<file path="src/acs_params.svh">
// constants for the conversion sequencer: slot count, field widths, encodings
// assumes inclusion by bare name from the package and design files
`ifndef ACS_PARAMS_SVH
`define ACS_PARAMS_SVH
`define ACS_SLOTS          16
`define ACS_SLOT_W         4
`define ACS_CHAN_W         5
`define ACS_AVG_W          3
`define ACS_RESTART_W      16
`define ACS_TRIG_SEL_W     3
`define ACS_DATA_W         12
`define ACS_TRIG_RESERVED  3'h4
`define ACS_TRIG_TEMP      3'h7
`define ACS_KIND_SW        1'h0
`define ACS_KIND_HW        1'h1
`define ACS_REPEAT_ONCE    1'h0
`define ACS_REPEAT_CONT    1'h1
`endif

</file>
<file path="src/acs_pkg.sv">
// types for the conversion sequencer
// assumes acs_params.svh is on the include path
`include "acs_params.svh"
package acs_pkg;
  typedef struct packed {
    logic                        trigger_kind;
    logic                        repeat_select;
    logic [`ACS_TRIG_SEL_W-1:0]  trigger_source;
    logic [`ACS_SLOT_W-1:0]      slot_count;
    logic [`ACS_AVG_W-1:0]       average_exp;
    logic [`ACS_RESTART_W-1:0]   restart_delay;
  } acs_config_t;
  typedef struct packed {
    logic seq_started;
    logic seq_done;
    logic conv_done;
  } acs_flags_t;
  typedef struct packed {
    logic [`ACS_CHAN_W-1:0] channel;
    logic [`ACS_DATA_W-1:0] data;
  } acs_result_t;
  typedef enum logic [2:0] {ACS_IDLE, ACS_ARMED, ACS_CONVERT, ACS_WAIT, ACS_RESTART} acs_state_t;
endpackage

</file>
<file path="src/acs_sequencer.sv">
// conversion sequencer: runs slot passes, raises event flags, emits results
// assumes a converter handshake (req/done) and a result FIFO that accepts every push
`timescale 1ns/1ps
`default_nettype none
`include "acs_params.svh"
// What this block does
// - kind 0: software start bit only
// - kind 1: selected hardware trigger starts
// - repeat 0: one pass then stop
// - repeat 1: passes repeat while start set
// - slot count holds channels minus one
// - slots converted in slot order, channel id taken per slot
// - nonzero exponent: two-power conversions averaged
// - software mode: start begins immediately
// - single pass sets sequence and conversion done
// - results pushed to result FIFO
// - hardware mode: start only arms
// - hardware start sets sequence-began flag
// - hardware trigger is level sensitive only before any pass has started
// - later hardware starts need rising edge
// - hardware single pass rearms while start set, next trigger edge restarts
// - continuous: sequence done every pass
// - continuous: idle restart delay then repeat
// - start cleared during a pass: finish pass, conversion done; cleared in restart delay: back to idle, no flag
// - source index maps timers, pins, temperature
// - start begins a sequence on zero-to-one change only
module acs_sequencer
  import acs_pkg::*;
#(
  parameter int SLOTS  = `ACS_SLOTS,
  parameter int CHAN_W = `ACS_CHAN_W
) (
  input  wire logic                            clock_in,
  input  wire logic                            nrst_in,
  input  wire acs_config_t                     config_in,
  input  wire logic                            start_in,
  input  wire logic [SLOTS*CHAN_W-1:0]         slot_channel_id_in,
  input  wire logic [3:0]                      timer_trig_in,
  input  wire logic [1:0]                      pin_trig_in,
  input  wire logic                            temp_ready_in,
  input  wire logic                            sample_tick_in,
  input  wire acs_flags_t                      flag_clear_in,
  output var  acs_flags_t                      event_flag_register_out,
  output logic                                 conv_req_out,
  output logic [CHAN_W-1:0]                    conv_channel_out,
  input  wire logic                            conv_done_in,
  input  wire logic [`ACS_DATA_W-1:0]          conv_data_in,
  output logic                                 result_valid_out,
  output var  acs_result_t                     result_out,
  output logic                                 busy_out
);
  localparam int SUM_W = `ACS_DATA_W + 8;

  acs_state_t                 state;
  logic                       start_q;
  logic                       start_rise;
  logic [`ACS_SLOT_W-1:0]     slot;
  logic [7:0]                 rep;
  logic [SUM_W-1:0]           acc;
  logic [`ACS_RESTART_W-1:0]  delay_cnt;
  logic                       trig_raw;
  logic                       trig_meta;
  logic                       trig_sync;
  logic                       trig_prev;
  logic                       trig_rise;
  logic                       sw_seen;
  logic                       trig_go;
  logic [7:0]                 reps_total;
  logic [SUM_W-1:0]           sum_now;
  logic                       pass_end;
  logic                       rep_end;
  logic [CHAN_W-1:0]          chan_sel [SLOTS];

  genvar gi;
  generate
    for (gi = 0; gi < SLOTS; gi++) begin : g_slot
      assign chan_sel[gi] = slot_channel_id_in[gi*CHAN_W +: CHAN_W];
    end
  endgenerate

  always_comb begin
    unique case (config_in.trigger_source)
      3'h0, 3'h1, 3'h2, 3'h3: trig_raw = timer_trig_in[config_in.trigger_source[1:0]];
      `ACS_TRIG_RESERVED:     trig_raw = 1'b0;
      3'h5:                   trig_raw = pin_trig_in[0];
      3'h6:                   trig_raw = pin_trig_in[1];
      `ACS_TRIG_TEMP:         trig_raw = temp_ready_in;
    endcase
  end

  always_ff @(posedge clock_in) begin
    if (!nrst_in) begin
      trig_meta <= 1'b0;
      trig_sync <= 1'b0;
      trig_prev <= 1'b0;
    end else begin
      trig_meta <= trig_raw;
      trig_sync <= trig_meta;
      trig_prev <= trig_sync;
    end
  end
  assign trig_rise = trig_sync & ~trig_prev;
  // level start before any software or hardware start, edge after
  assign trig_go = sw_seen ? trig_rise : trig_sync;

  always_ff @(posedge clock_in) begin
    if (!nrst_in) start_q <= 1'b0;
    else start_q <= start_in;
  end
  assign start_rise = start_in & ~start_q;

  assign reps_total = 8'(1) << config_in.average_exp;
  assign sum_now    = acc + SUM_W'(conv_data_in);
  assign rep_end    = (rep == reps_total - 8'(1));
  assign pass_end   = (slot == config_in.slot_count);

  always_ff @(posedge clock_in) begin
    if (!nrst_in) begin
      state     <= ACS_IDLE;
      slot      <= '0;
      rep       <= '0;
      acc       <= '0;
      delay_cnt <= '0;
    end else begin
      unique case (state)
        ACS_IDLE: begin
          slot <= '0;
          rep  <= '0;
          acc  <= '0;
          if (start_rise) begin
            if (config_in.trigger_kind == `ACS_KIND_SW) state <= ACS_CONVERT;
            else state <= ACS_ARMED;
          end
        end
        ACS_ARMED: begin
          if (!start_in) state <= ACS_IDLE;
          else if (trig_go) state <= ACS_CONVERT;
        end
        ACS_CONVERT: state <= ACS_WAIT;
        ACS_WAIT: begin
          if (conv_done_in) begin
            if (!rep_end) begin
              rep   <= rep + 8'(1);
              acc   <= sum_now;
              state <= ACS_CONVERT;
            end else begin
              rep <= '0;
              acc <= '0;
              if (!pass_end) begin
                slot  <= slot + `ACS_SLOT_W'(1);
                state <= ACS_CONVERT;
              end else begin
                slot <= '0;
                if (config_in.repeat_select == `ACS_REPEAT_CONT && start_in) begin
                  delay_cnt <= config_in.restart_delay;
                  state     <= ACS_RESTART;
                end else if (config_in.trigger_kind == `ACS_KIND_HW && start_in &&
                             config_in.repeat_select == `ACS_REPEAT_ONCE) begin
                  // rearm, wait for a fresh trigger edge
                  state <= ACS_ARMED;
                end else begin
                  state <= ACS_IDLE;
                end
              end
            end
          end
        end
        ACS_RESTART: begin
          // count sample ticks down to zero
          if (!start_in) state <= ACS_IDLE;
          else if (delay_cnt == '0) state <= ACS_CONVERT;
          else if (sample_tick_in) delay_cnt <= delay_cnt - `ACS_RESTART_W'(1);
        end
      endcase
    end
  end

  // first pass, software or hardware, disables level triggering
  always_ff @(posedge clock_in) begin
    if (!nrst_in) sw_seen <= 1'b0;
    else if (state == ACS_IDLE && start_rise && config_in.trigger_kind == `ACS_KIND_SW)
      sw_seen <= 1'b1;
    else if (state == ACS_ARMED && trig_go)
      sw_seen <= 1'b1;
  end

  logic ev_start;
  logic ev_seq;
  logic ev_conv;
  assign ev_start = (state == ACS_ARMED) && start_in && trig_go;
  assign ev_seq   = (state == ACS_WAIT) && conv_done_in && rep_end && pass_end;
  assign ev_conv  = ev_seq && !(config_in.repeat_select == `ACS_REPEAT_CONT && start_in);

  // write-one clears, set wins over clear
  always_ff @(posedge clock_in) begin
    if (!nrst_in) event_flag_register_out <= '0;
    else begin
      event_flag_register_out.seq_started <= ev_start |
        (event_flag_register_out.seq_started & ~flag_clear_in.seq_started);
      event_flag_register_out.seq_done <= ev_seq |
        (event_flag_register_out.seq_done & ~flag_clear_in.seq_done);
      event_flag_register_out.conv_done <= ev_conv |
        (event_flag_register_out.conv_done & ~flag_clear_in.conv_done);
    end
  end

  always_ff @(posedge clock_in) begin
    if (!nrst_in) begin
      result_valid_out <= 1'b0;
      result_out       <= '0;
    end else begin
      result_valid_out <= (state == ACS_WAIT) && conv_done_in && rep_end;
      if ((state == ACS_WAIT) && conv_done_in && rep_end) begin
        result_out.channel <= chan_sel[slot];
        result_out.data    <= `ACS_DATA_W'(sum_now >> config_in.average_exp);
      end
    end
  end

  assign conv_req_out     = (state == ACS_CONVERT);
  assign conv_channel_out = chan_sel[slot];
  assign busy_out         = (state == ACS_CONVERT) || (state == ACS_WAIT);

  a_sw_start: assert property (@(posedge clock_in) disable iff (!nrst_in)
    state == ACS_IDLE && start_rise && config_in.trigger_kind == `ACS_KIND_SW
      |=> conv_req_out) else $error("software start did not convert");
  a_hw_arm: assert property (@(posedge clock_in) disable iff (!nrst_in)
    state == ACS_IDLE && start_rise && config_in.trigger_kind == `ACS_KIND_HW
      |=> state == ACS_ARMED) else $error("hardware start did not arm");
  a_began_flag: assert property (@(posedge clock_in) disable iff (!nrst_in)
    ev_start |=> event_flag_register_out.seq_started) else $error("began flag missing");
  a_seq_flag: assert property (@(posedge clock_in) disable iff (!nrst_in)
    ev_seq |=> event_flag_register_out.seq_done) else $error("sequence done flag missing");
  a_single_stop: assert property (@(posedge clock_in) disable iff (!nrst_in)
    ev_seq && config_in.repeat_select == `ACS_REPEAT_ONCE
      |=> event_flag_register_out.conv_done && !conv_req_out)
    else $error("single pass did not stop");
  a_cont_delay: assert property (@(posedge clock_in) disable iff (!nrst_in)
    ev_seq && config_in.repeat_select == `ACS_REPEAT_CONT && start_in
      |=> state == ACS_RESTART) else $error("continuous pass did not idle");
  a_tick_count: assert property (@(posedge clock_in) disable iff (!nrst_in)
    state == ACS_RESTART && start_in && delay_cnt != '0 && sample_tick_in
      |=> delay_cnt == $past(delay_cnt) - `ACS_RESTART_W'(1))
    else $error("restart delay did not count");
  a_result_push: assert property (@(posedge clock_in) disable iff (!nrst_in)
    state == ACS_WAIT && conv_done_in && rep_end |=> result_valid_out)
    else $error("result not pushed");
  a_sw_ignore_trig: assert property (@(posedge clock_in) disable iff (!nrst_in)
    config_in.trigger_kind == `ACS_KIND_SW && state == ACS_IDLE && !start_rise
      |=> state == ACS_IDLE) else $error("started without software");
  c_hw_start: cover property (@(posedge clock_in) ev_start);
  c_cont_restart: cover property (@(posedge clock_in) state == ACS_RESTART ##1 conv_req_out);
  c_avg_pass: cover property (@(posedge clock_in) ev_seq && config_in.average_exp != '0);
endmodule // acs_sequencer
`default_nettype wire

</file>
<file path="config.mk">
export PLATFORM = sky130hd
export DESIGN_NAME = acs_sequencer
export DESIGN_NICKNAME = d
export VERILOG_FILES = /design/src/acs_pkg.sv /design/src/acs_sequencer.sv
export VERILOG_INCLUDE_DIRS = /design/src /design/src/src
export SDC_FILE = /design/constraint.sdc
export NUM_CORES = 1
export LEC_CHECK = 0
export BUFFER_PORTS_ARGS = -buffer_cell sky130_fd_sc_hd__buf_2
export CORE_AREA = 2 2 143 145
export DETAILED_ROUTE_END_ITERATION = 8
export DIE_AREA = 0 0 145 147
export PLACE_DENSITY = 0.57
export SYNTH_ARGS = -nofsm -noshare
export SYNTH_HDL_FRONTEND = slang
export SYNTH_SLANG_ARGS = --single-unit
</file>
<file path="constraint.sdc">
create_clock -name clock_in -period 3.3 [get_ports clock_in]
set_clock_uncertainty 0.05 [all_clocks]
set_input_delay 0.33 -clock clock_in [delete_from_list [all_inputs] [get_ports clock_in]]
set_output_delay 0.33 -clock clock_in [all_outputs]
set_load 0.02 [all_outputs]
</file>
## Word level (Yosys, flattened, before mapping)

Index checks and enable logic that the tools add are counted.

| word-level totals | value |
|---|---|
| register bits | 77 |
| output and inout bits | 28 |
| word-level logic and storage cells | 128 |

| cells by class | value |
|---|---|
| add/subtract/negate cells | 5 |
| magnitude comparators | 2 |
| equal/unequal tests | 23 |
| shift operators | 2 |
| mux-type cells | 39 |
| bitwise gates (word level) | 16 |
| reductions and logical operators | 25 |

Operators by type and width:

| cell | count |
|---|---|
| $mux 16 | 7 |
| $mux 20 | 2 |
| $pmux 20 s2 | 1 |
| $pmux 16 s2 | 1 |
| $mux 3 | 9 |
| $add 20x12->20 | 1 |
| $bmux 5 s4 | 1 |
| $shr 20x3->12 | 1 |
| $logic_not 16->1 | 1 |
| $mux 8 | 2 |
| $ne 2x2->1 const B | 8 |
| $pmux 8 s2 | 1 |
| $sub 16x1->16 const B | 1 |
| $eq 3x3->1 const B | 5 |
| $pmux 3 s5 | 1 |
| $eq 3x2->1 const B | 4 |
| $logic_and 1x1->1 | 12 |
| $mux 4 | 3 |
| $mux 5 | 2 |
| $add 8x1->8 const B | 1 |
| $eq 8x8->1 | 1 |
| $pmux 4 s2 | 1 |
| $reduce_and 8->1 | 1 |
| $shl 1x3->8 const A | 1 |
| other kinds (23) | 44 |

## Logic depth before layout (Yosys ltp)

| logic depth | value |
|---|---|
| depth in word-level cells | 8 |
| gate-level depth with buffers | 15 |
| gate-level depth less buffers | 11 |

## Worst setup path before layout

No wires, ideal clock.

| timing | value |
|---|---|
| path kind | input port to flip-flop |
| start | input port config_in[17] in the netlist's numbering |
| end | register delay_cnt[1] |
| library setup time | 133 ps |
| data arrival time | 3288 ps |
| required time | 3117 ps |
| path slack | -172 ps |
| stages on the path | 15 |
| path buffers | 4 |
| cells stage by stage | buf_4 clkbuf_1 inv_1 buf_1 nand3_1 ha_1 xnor2_1 xnor2_1 a2111oi_4 o221a_4 nand2b_2 a211o_1 buf_2 a211oi_1 a211oi_1 |

| between the ends | value |
|---|---|
| cells in the longest elaborated chain, start to end | 5 |

Ends and longest elaborated chain:

| what | RTL line | source |
|---|---|---|
| from (decl) | acs_sequencer.sv:35 | `input wire acs_config_t config_in,` |
| $shl 1x3->8 | acs_sequencer.sv:112 | `assign reps_total = 8'(1) << config_in.average_exp;` |
| $sub 8x1->8 | acs_sequencer.sv:114 | `assign rep_end = (rep == reps_total - 8'(1));` |
| $eq 8x8->1 | acs_sequencer.sv:114 |  |
| $ne 2x2->1 (no line) | - |  |
| $reduce_and 8->1 (no line) | - |  |
| to (signal assigned) | acs_sequencer.sv:155 | `delay_cnt <= config_in.restart_delay;` |
| to (signal assigned) | acs_sequencer.sv:172 | `` else if (sample_tick_in) delay_cnt <= delay_cnt - `ACS_RESTART_W'(1); `` |
| to (decl) | acs_sequencer.sv:60 | `` logic [`ACS_RESTART_W-1:0] delay_cnt; `` |

No other way between the ends.
A chain may end at the register's enable or synchronous reset.

## Worst setup path in the final report

| timing | value |
|---|---|
| start | register delay_cnt[0] |
| end | register delay_cnt[8] |

| between the ends | value |
|---|---|
| cells in the longest elaborated chain, start to end | 5 |
| elaborated cells on any way between the ends | 8 |

Ends and longest elaborated chain:

| what | RTL line | source |
|---|---|---|
| $sub 16x1->16 | acs_sequencer.sv:172 |  |
| $mux 16 | acs_sequencer.sv:172 |  |
| $mux 16 | acs_sequencer.sv:171 | `else if (delay_cnt == '0) state <= ACS_CONVERT;` |
| $mux 16 | acs_sequencer.sv:170 | `if (!start_in) state <= ACS_IDLE;` |
| $pmux 16 s2 | acs_sequencer.sv:125 | `unique case (state)` |

Several ways; a longest one is shown, not always the timed one. The select of a mux whose other input is x is not followed.

==> results by group <==
Worst hold path
  • Min-delay src: config_in[23]
  • Hold EP: trig_meta$_SDFF_PN0_
  • Hold Path Stages: 3
  • HP Class: primary input to flip-flop

Synth
  • Yosys top cell area share: 0.260
  • Proportion of synthesized area in mux cells: 0.147
  • Seq cells post-synth: 76
  • Most common cell in the netlist: nor2_1
  • Syn Inst Count: 716
  • Ys flop type: dfxtp_1
  • Main combinational cell family by area after synthesis: compound AO/OA/AOI/OAI gates
  • Synthesized cell area: 5850 µm²
  • Avg Cell Area, Syn: 8.17 µm²
  • Synth Warn #: 0
  • Complex-gate fraction of the synthesized area: 0.248
  • Post-synth EDFFs: 0
  • Synth top area cells: dfxtp_1 (26%), mux4_2 (10%), nor2_1 (5.9%)
  • Sequential share of the synthesized area: 0.260
  • Syn nets: 868
  • Cell taking the most area after synthesis: dfxtp_1
  • Synth cell types: 76
  • Commonest cells post-synth: nor2_1 (92), dfxtp_1 (76), nand2_1 (58), a21oi_1 (57)
  • Area share of and/or/nand/nor cells after synthesis: 0.213
  • Post-Synth Adder-Cell Area: 0.0376
  • Xor and xnor area share after synthesis: 0.0419
  • FFs w/ async S/R, synth: 0

Critical path
  • Worst Setup End Kind: flip-flop
  • Critical path class: flip-flop to flip-flop
  • Crit-path max cell delay: 0.45 ns
  • Terminus of the critical flop-to-flop path: delay_cnt[8]$_SDFFE_PN0P_
  • Crit Path Max Fanout: 20
  • Top delay family on crit path: simple AND/OR/NAND/NOR gates
  • CP startpoint kind: flip-flop
  • Cell at the slowest stage of the critical path: or3_1
  • WP data required: 3.50 ns
  • FF-to-FF setup slack: 0.36 ns
  • Arr. time, crit path: 3.13 ns
  • Crit path cell chain: inv_1 > ha_1 > nor3b_2 > nand2_1 > or3_1 > o31a_1 > a31oi_1 > a211o_1 > buf_4 > nor2_1 > o221a_2
  • R2R depth: 11
  • Crit path buf inv count: 2
  • Beginning of the worst register-to-register path: delay_cnt[0]$_SDFFE_PN0P_

Outcome
  • Status: finished clean

Power and ir drop
  • Worst VDD drop: 0.278 mV
  • Leakage power summed over all cells: 2.94 nW
  • Pwr dens: 350 nW/µm²

Placed design
  • GPL Wtd Cong: 0.887
  • Placed cell count: 1111
  • Pre-CTS setup slack: 0.308 ns
  • PortBufs: 162
  • HPWL after DPL: 14300 µm

Finish
  • Filler instances: 2084
  • Layout Cells excl Fill: 1127
  • Inserted Diodes: 0
  • Nets: 1004
  • Synthesis-to-layout area growth: 23.2%
  • Ratio of cells with drive above 1 in the final layout: 0.293
  • Core Util, Final: 0.363

Floorplanning
  • Die H: 147 µm
  • Top-Level Pins: 163
  • Chip Width: 145 µm
  • Die area: 21300 µm²
  • Core Box Area: 19800 µm²
  • Initial core utilization: 0.295
  • Rows: 52

Route
  • DR vias: 5942
  • WL final: 19000 µm
  • Antenna Violating Nets Remaining: 0
  • DR vias/cell: 5.27
  • DRT iter0 DRCs: 468
  • Average wire per standard cell: 16.8 µm
  • 1st-pass router iterations: 5
  • Remaining DRCs: 0

Global routing
  • First-pass GRT wire length: 30300 µm
  • Initial antenna violation count: 0
  • Largest net degree at the start of global routing: 43
  • Vias in the first global route: 5776
  • GRT Total Usage: 0.179
  • GRT Residual Overflow: 0

Clocking
  • Htree depth: 3
  • CTS tree: built
  • Sink Count: 76
  • # hold bufs at CTS: 0
  • Worst-path clk slew: 0.07 ns
  • Clk_lat worst skew: 0.35 ns
  • Root Driver: clkbuf_16
  • Setup bufs post-CTS: 0
  • Num CTS Buffers: 9
  • Post-CTS sizing: 0
  • Clk buf depth: 2

STA
  • Achievable Freq: 0.340 GHz
  • Fin. Hold Viols: 0
  • Setup TNS: 0 ns
  • RSZ-0062 raised after global routing: no
  • Period minus WS final: 2.94 ns
  • Worst-margin pin slew: 0.716 ns
  • Setup violators final: 0
  • Final Slew Violations: 0
  • Final Cycle Share: 0.890
  • Max_slew headroom: 0.519
  • Post-route setup slack: 0.363 ns

Flow run
  • Max cap viols: 0
flip-flops by register name, summed over array words and instances (netlist names):
name                     cells
acc                         19
delay_cnt                   16
event_flag_register_out      3
rep                          8
result_out                  17
result_valid_out             1
slot                         4
start_q                      1
state                        3
sw_seen                      1
trig_meta                    1
trig_prev                    1
trig_sync                    1
final cells by class:
type,count,area (µm²),area share
Timing Repair Buffer,182,961,0.133
Inverter,16,60.1,0.00833
Tap cell,270,338,0.0469
Clock buffer,9,225,0.0312
Sequential cell,76,1520,0.211
Multi-Input combinational cell,567,4030,0.559
Clock inverter,7,76.3,0.0106
layout by cell type, fill, tap and decap left out, types with 11 or more instances in the layout:
master    netlist  final
mux4_2         27     27
nand2b_1       11     11
xnor2_1        18     18
a31oi_1        14     14
o21ai_0        43     43
a21oi_1        57     57
nand3_1        19     19
inv_1          16     16
buf_2           5    162
buf_4           2     20
nor2_1         92     92
a22oi_1        17     17
dfxtp_1        76     76
nand2_1        58     58
ha_1           16     16
mux2i_1        22     22
logic make-up (layout without fill, tap and decap cells):
| logic type | after synthesis | in the layout |
|---|---|---|
| AND/OR/NAND/NOR | 257 | 257 |
| AO/OA/AOI/OAI | 213 | 213 |
| flip-flops | 76 | 76 |
| buffers and inverters | 73 | 214 |
| multiplexers | 52 | 52 |
| XOR/XNOR | 28 | 28 |
| adder cells (fa/ha/maj) | 17 | 17 |
worst max path at each step:
| stage | slack (ns) | start | endpoint | cells past startpoint |
|---|---|---|---|---|
| final | 0.36 | delay_cnt[0]$_SDFFE_PN0P_ | delay_cnt[8]$_SDFFE_PN0P_ | 11 |
| after floorplan | 0.007 | config_in[17] | delay_cnt[1]$_SDFFE_PN0P_ | 15 |
| after global routing | 0.18 | delay_cnt[0]$_SDFFE_PN0P_ | delay_cnt[7]$_SDFFE_PN0P_ | 11 |
| after CTS | 0.41 | delay_cnt[0]$_SDFFE_PN0P_ | delay_cnt[8]$_SDFFE_PN0P_ | 11 |
| after detailed placement | 0.31 | conv_data_in[0] | result_out[3]$_SDFFE_PN0N_ | 11 |
| after global placement | 0.38 | config_in[18] | delay_cnt[2]$_SDFFE_PN0P_ | 13 |
through the flow:
step	cell area, µm²	power (mW)	hold slack [ns]
floorplan	5850	1.32	0.362
global placement	6910	1.51	0.375
finish	7210	2.52	0.189
detailed placement	6910	1.51	0.371
CTS	7210	2.55	0.176
global route	7210	2.64	0.186
routing by layer:
metal  vias to the layer above  track usage  share of wire
met5                         -            0              0
met4                         0       0.0629          0.017
met3                        19       0.0211          0.051
met2                       222        0.310           0.49
met1                      2778        0.232           0.44
li1                       2923            -              -
worst min-delay path, delay by kind of cell:
family	cells	cell delay (ns)
AO/OA/AOI/OAI	1	0.06
AND/OR/NAND/NOR	1	0.07
buffers and inverters	1	0.09
power breakdown:
| group | leakage, nW | internal, mW | switching [mW] |
|---|---|---|---|
| sequential | 0.613 | 0.932 | 0.0205 |
| combinational | 2.18 | 0.233 | 0.306 |
| clock | 0.147 | 0.591 | 0.437 |
| total | 2.94 | 1.76 | 0.764 |
Power figures use the tool's default switching activity.
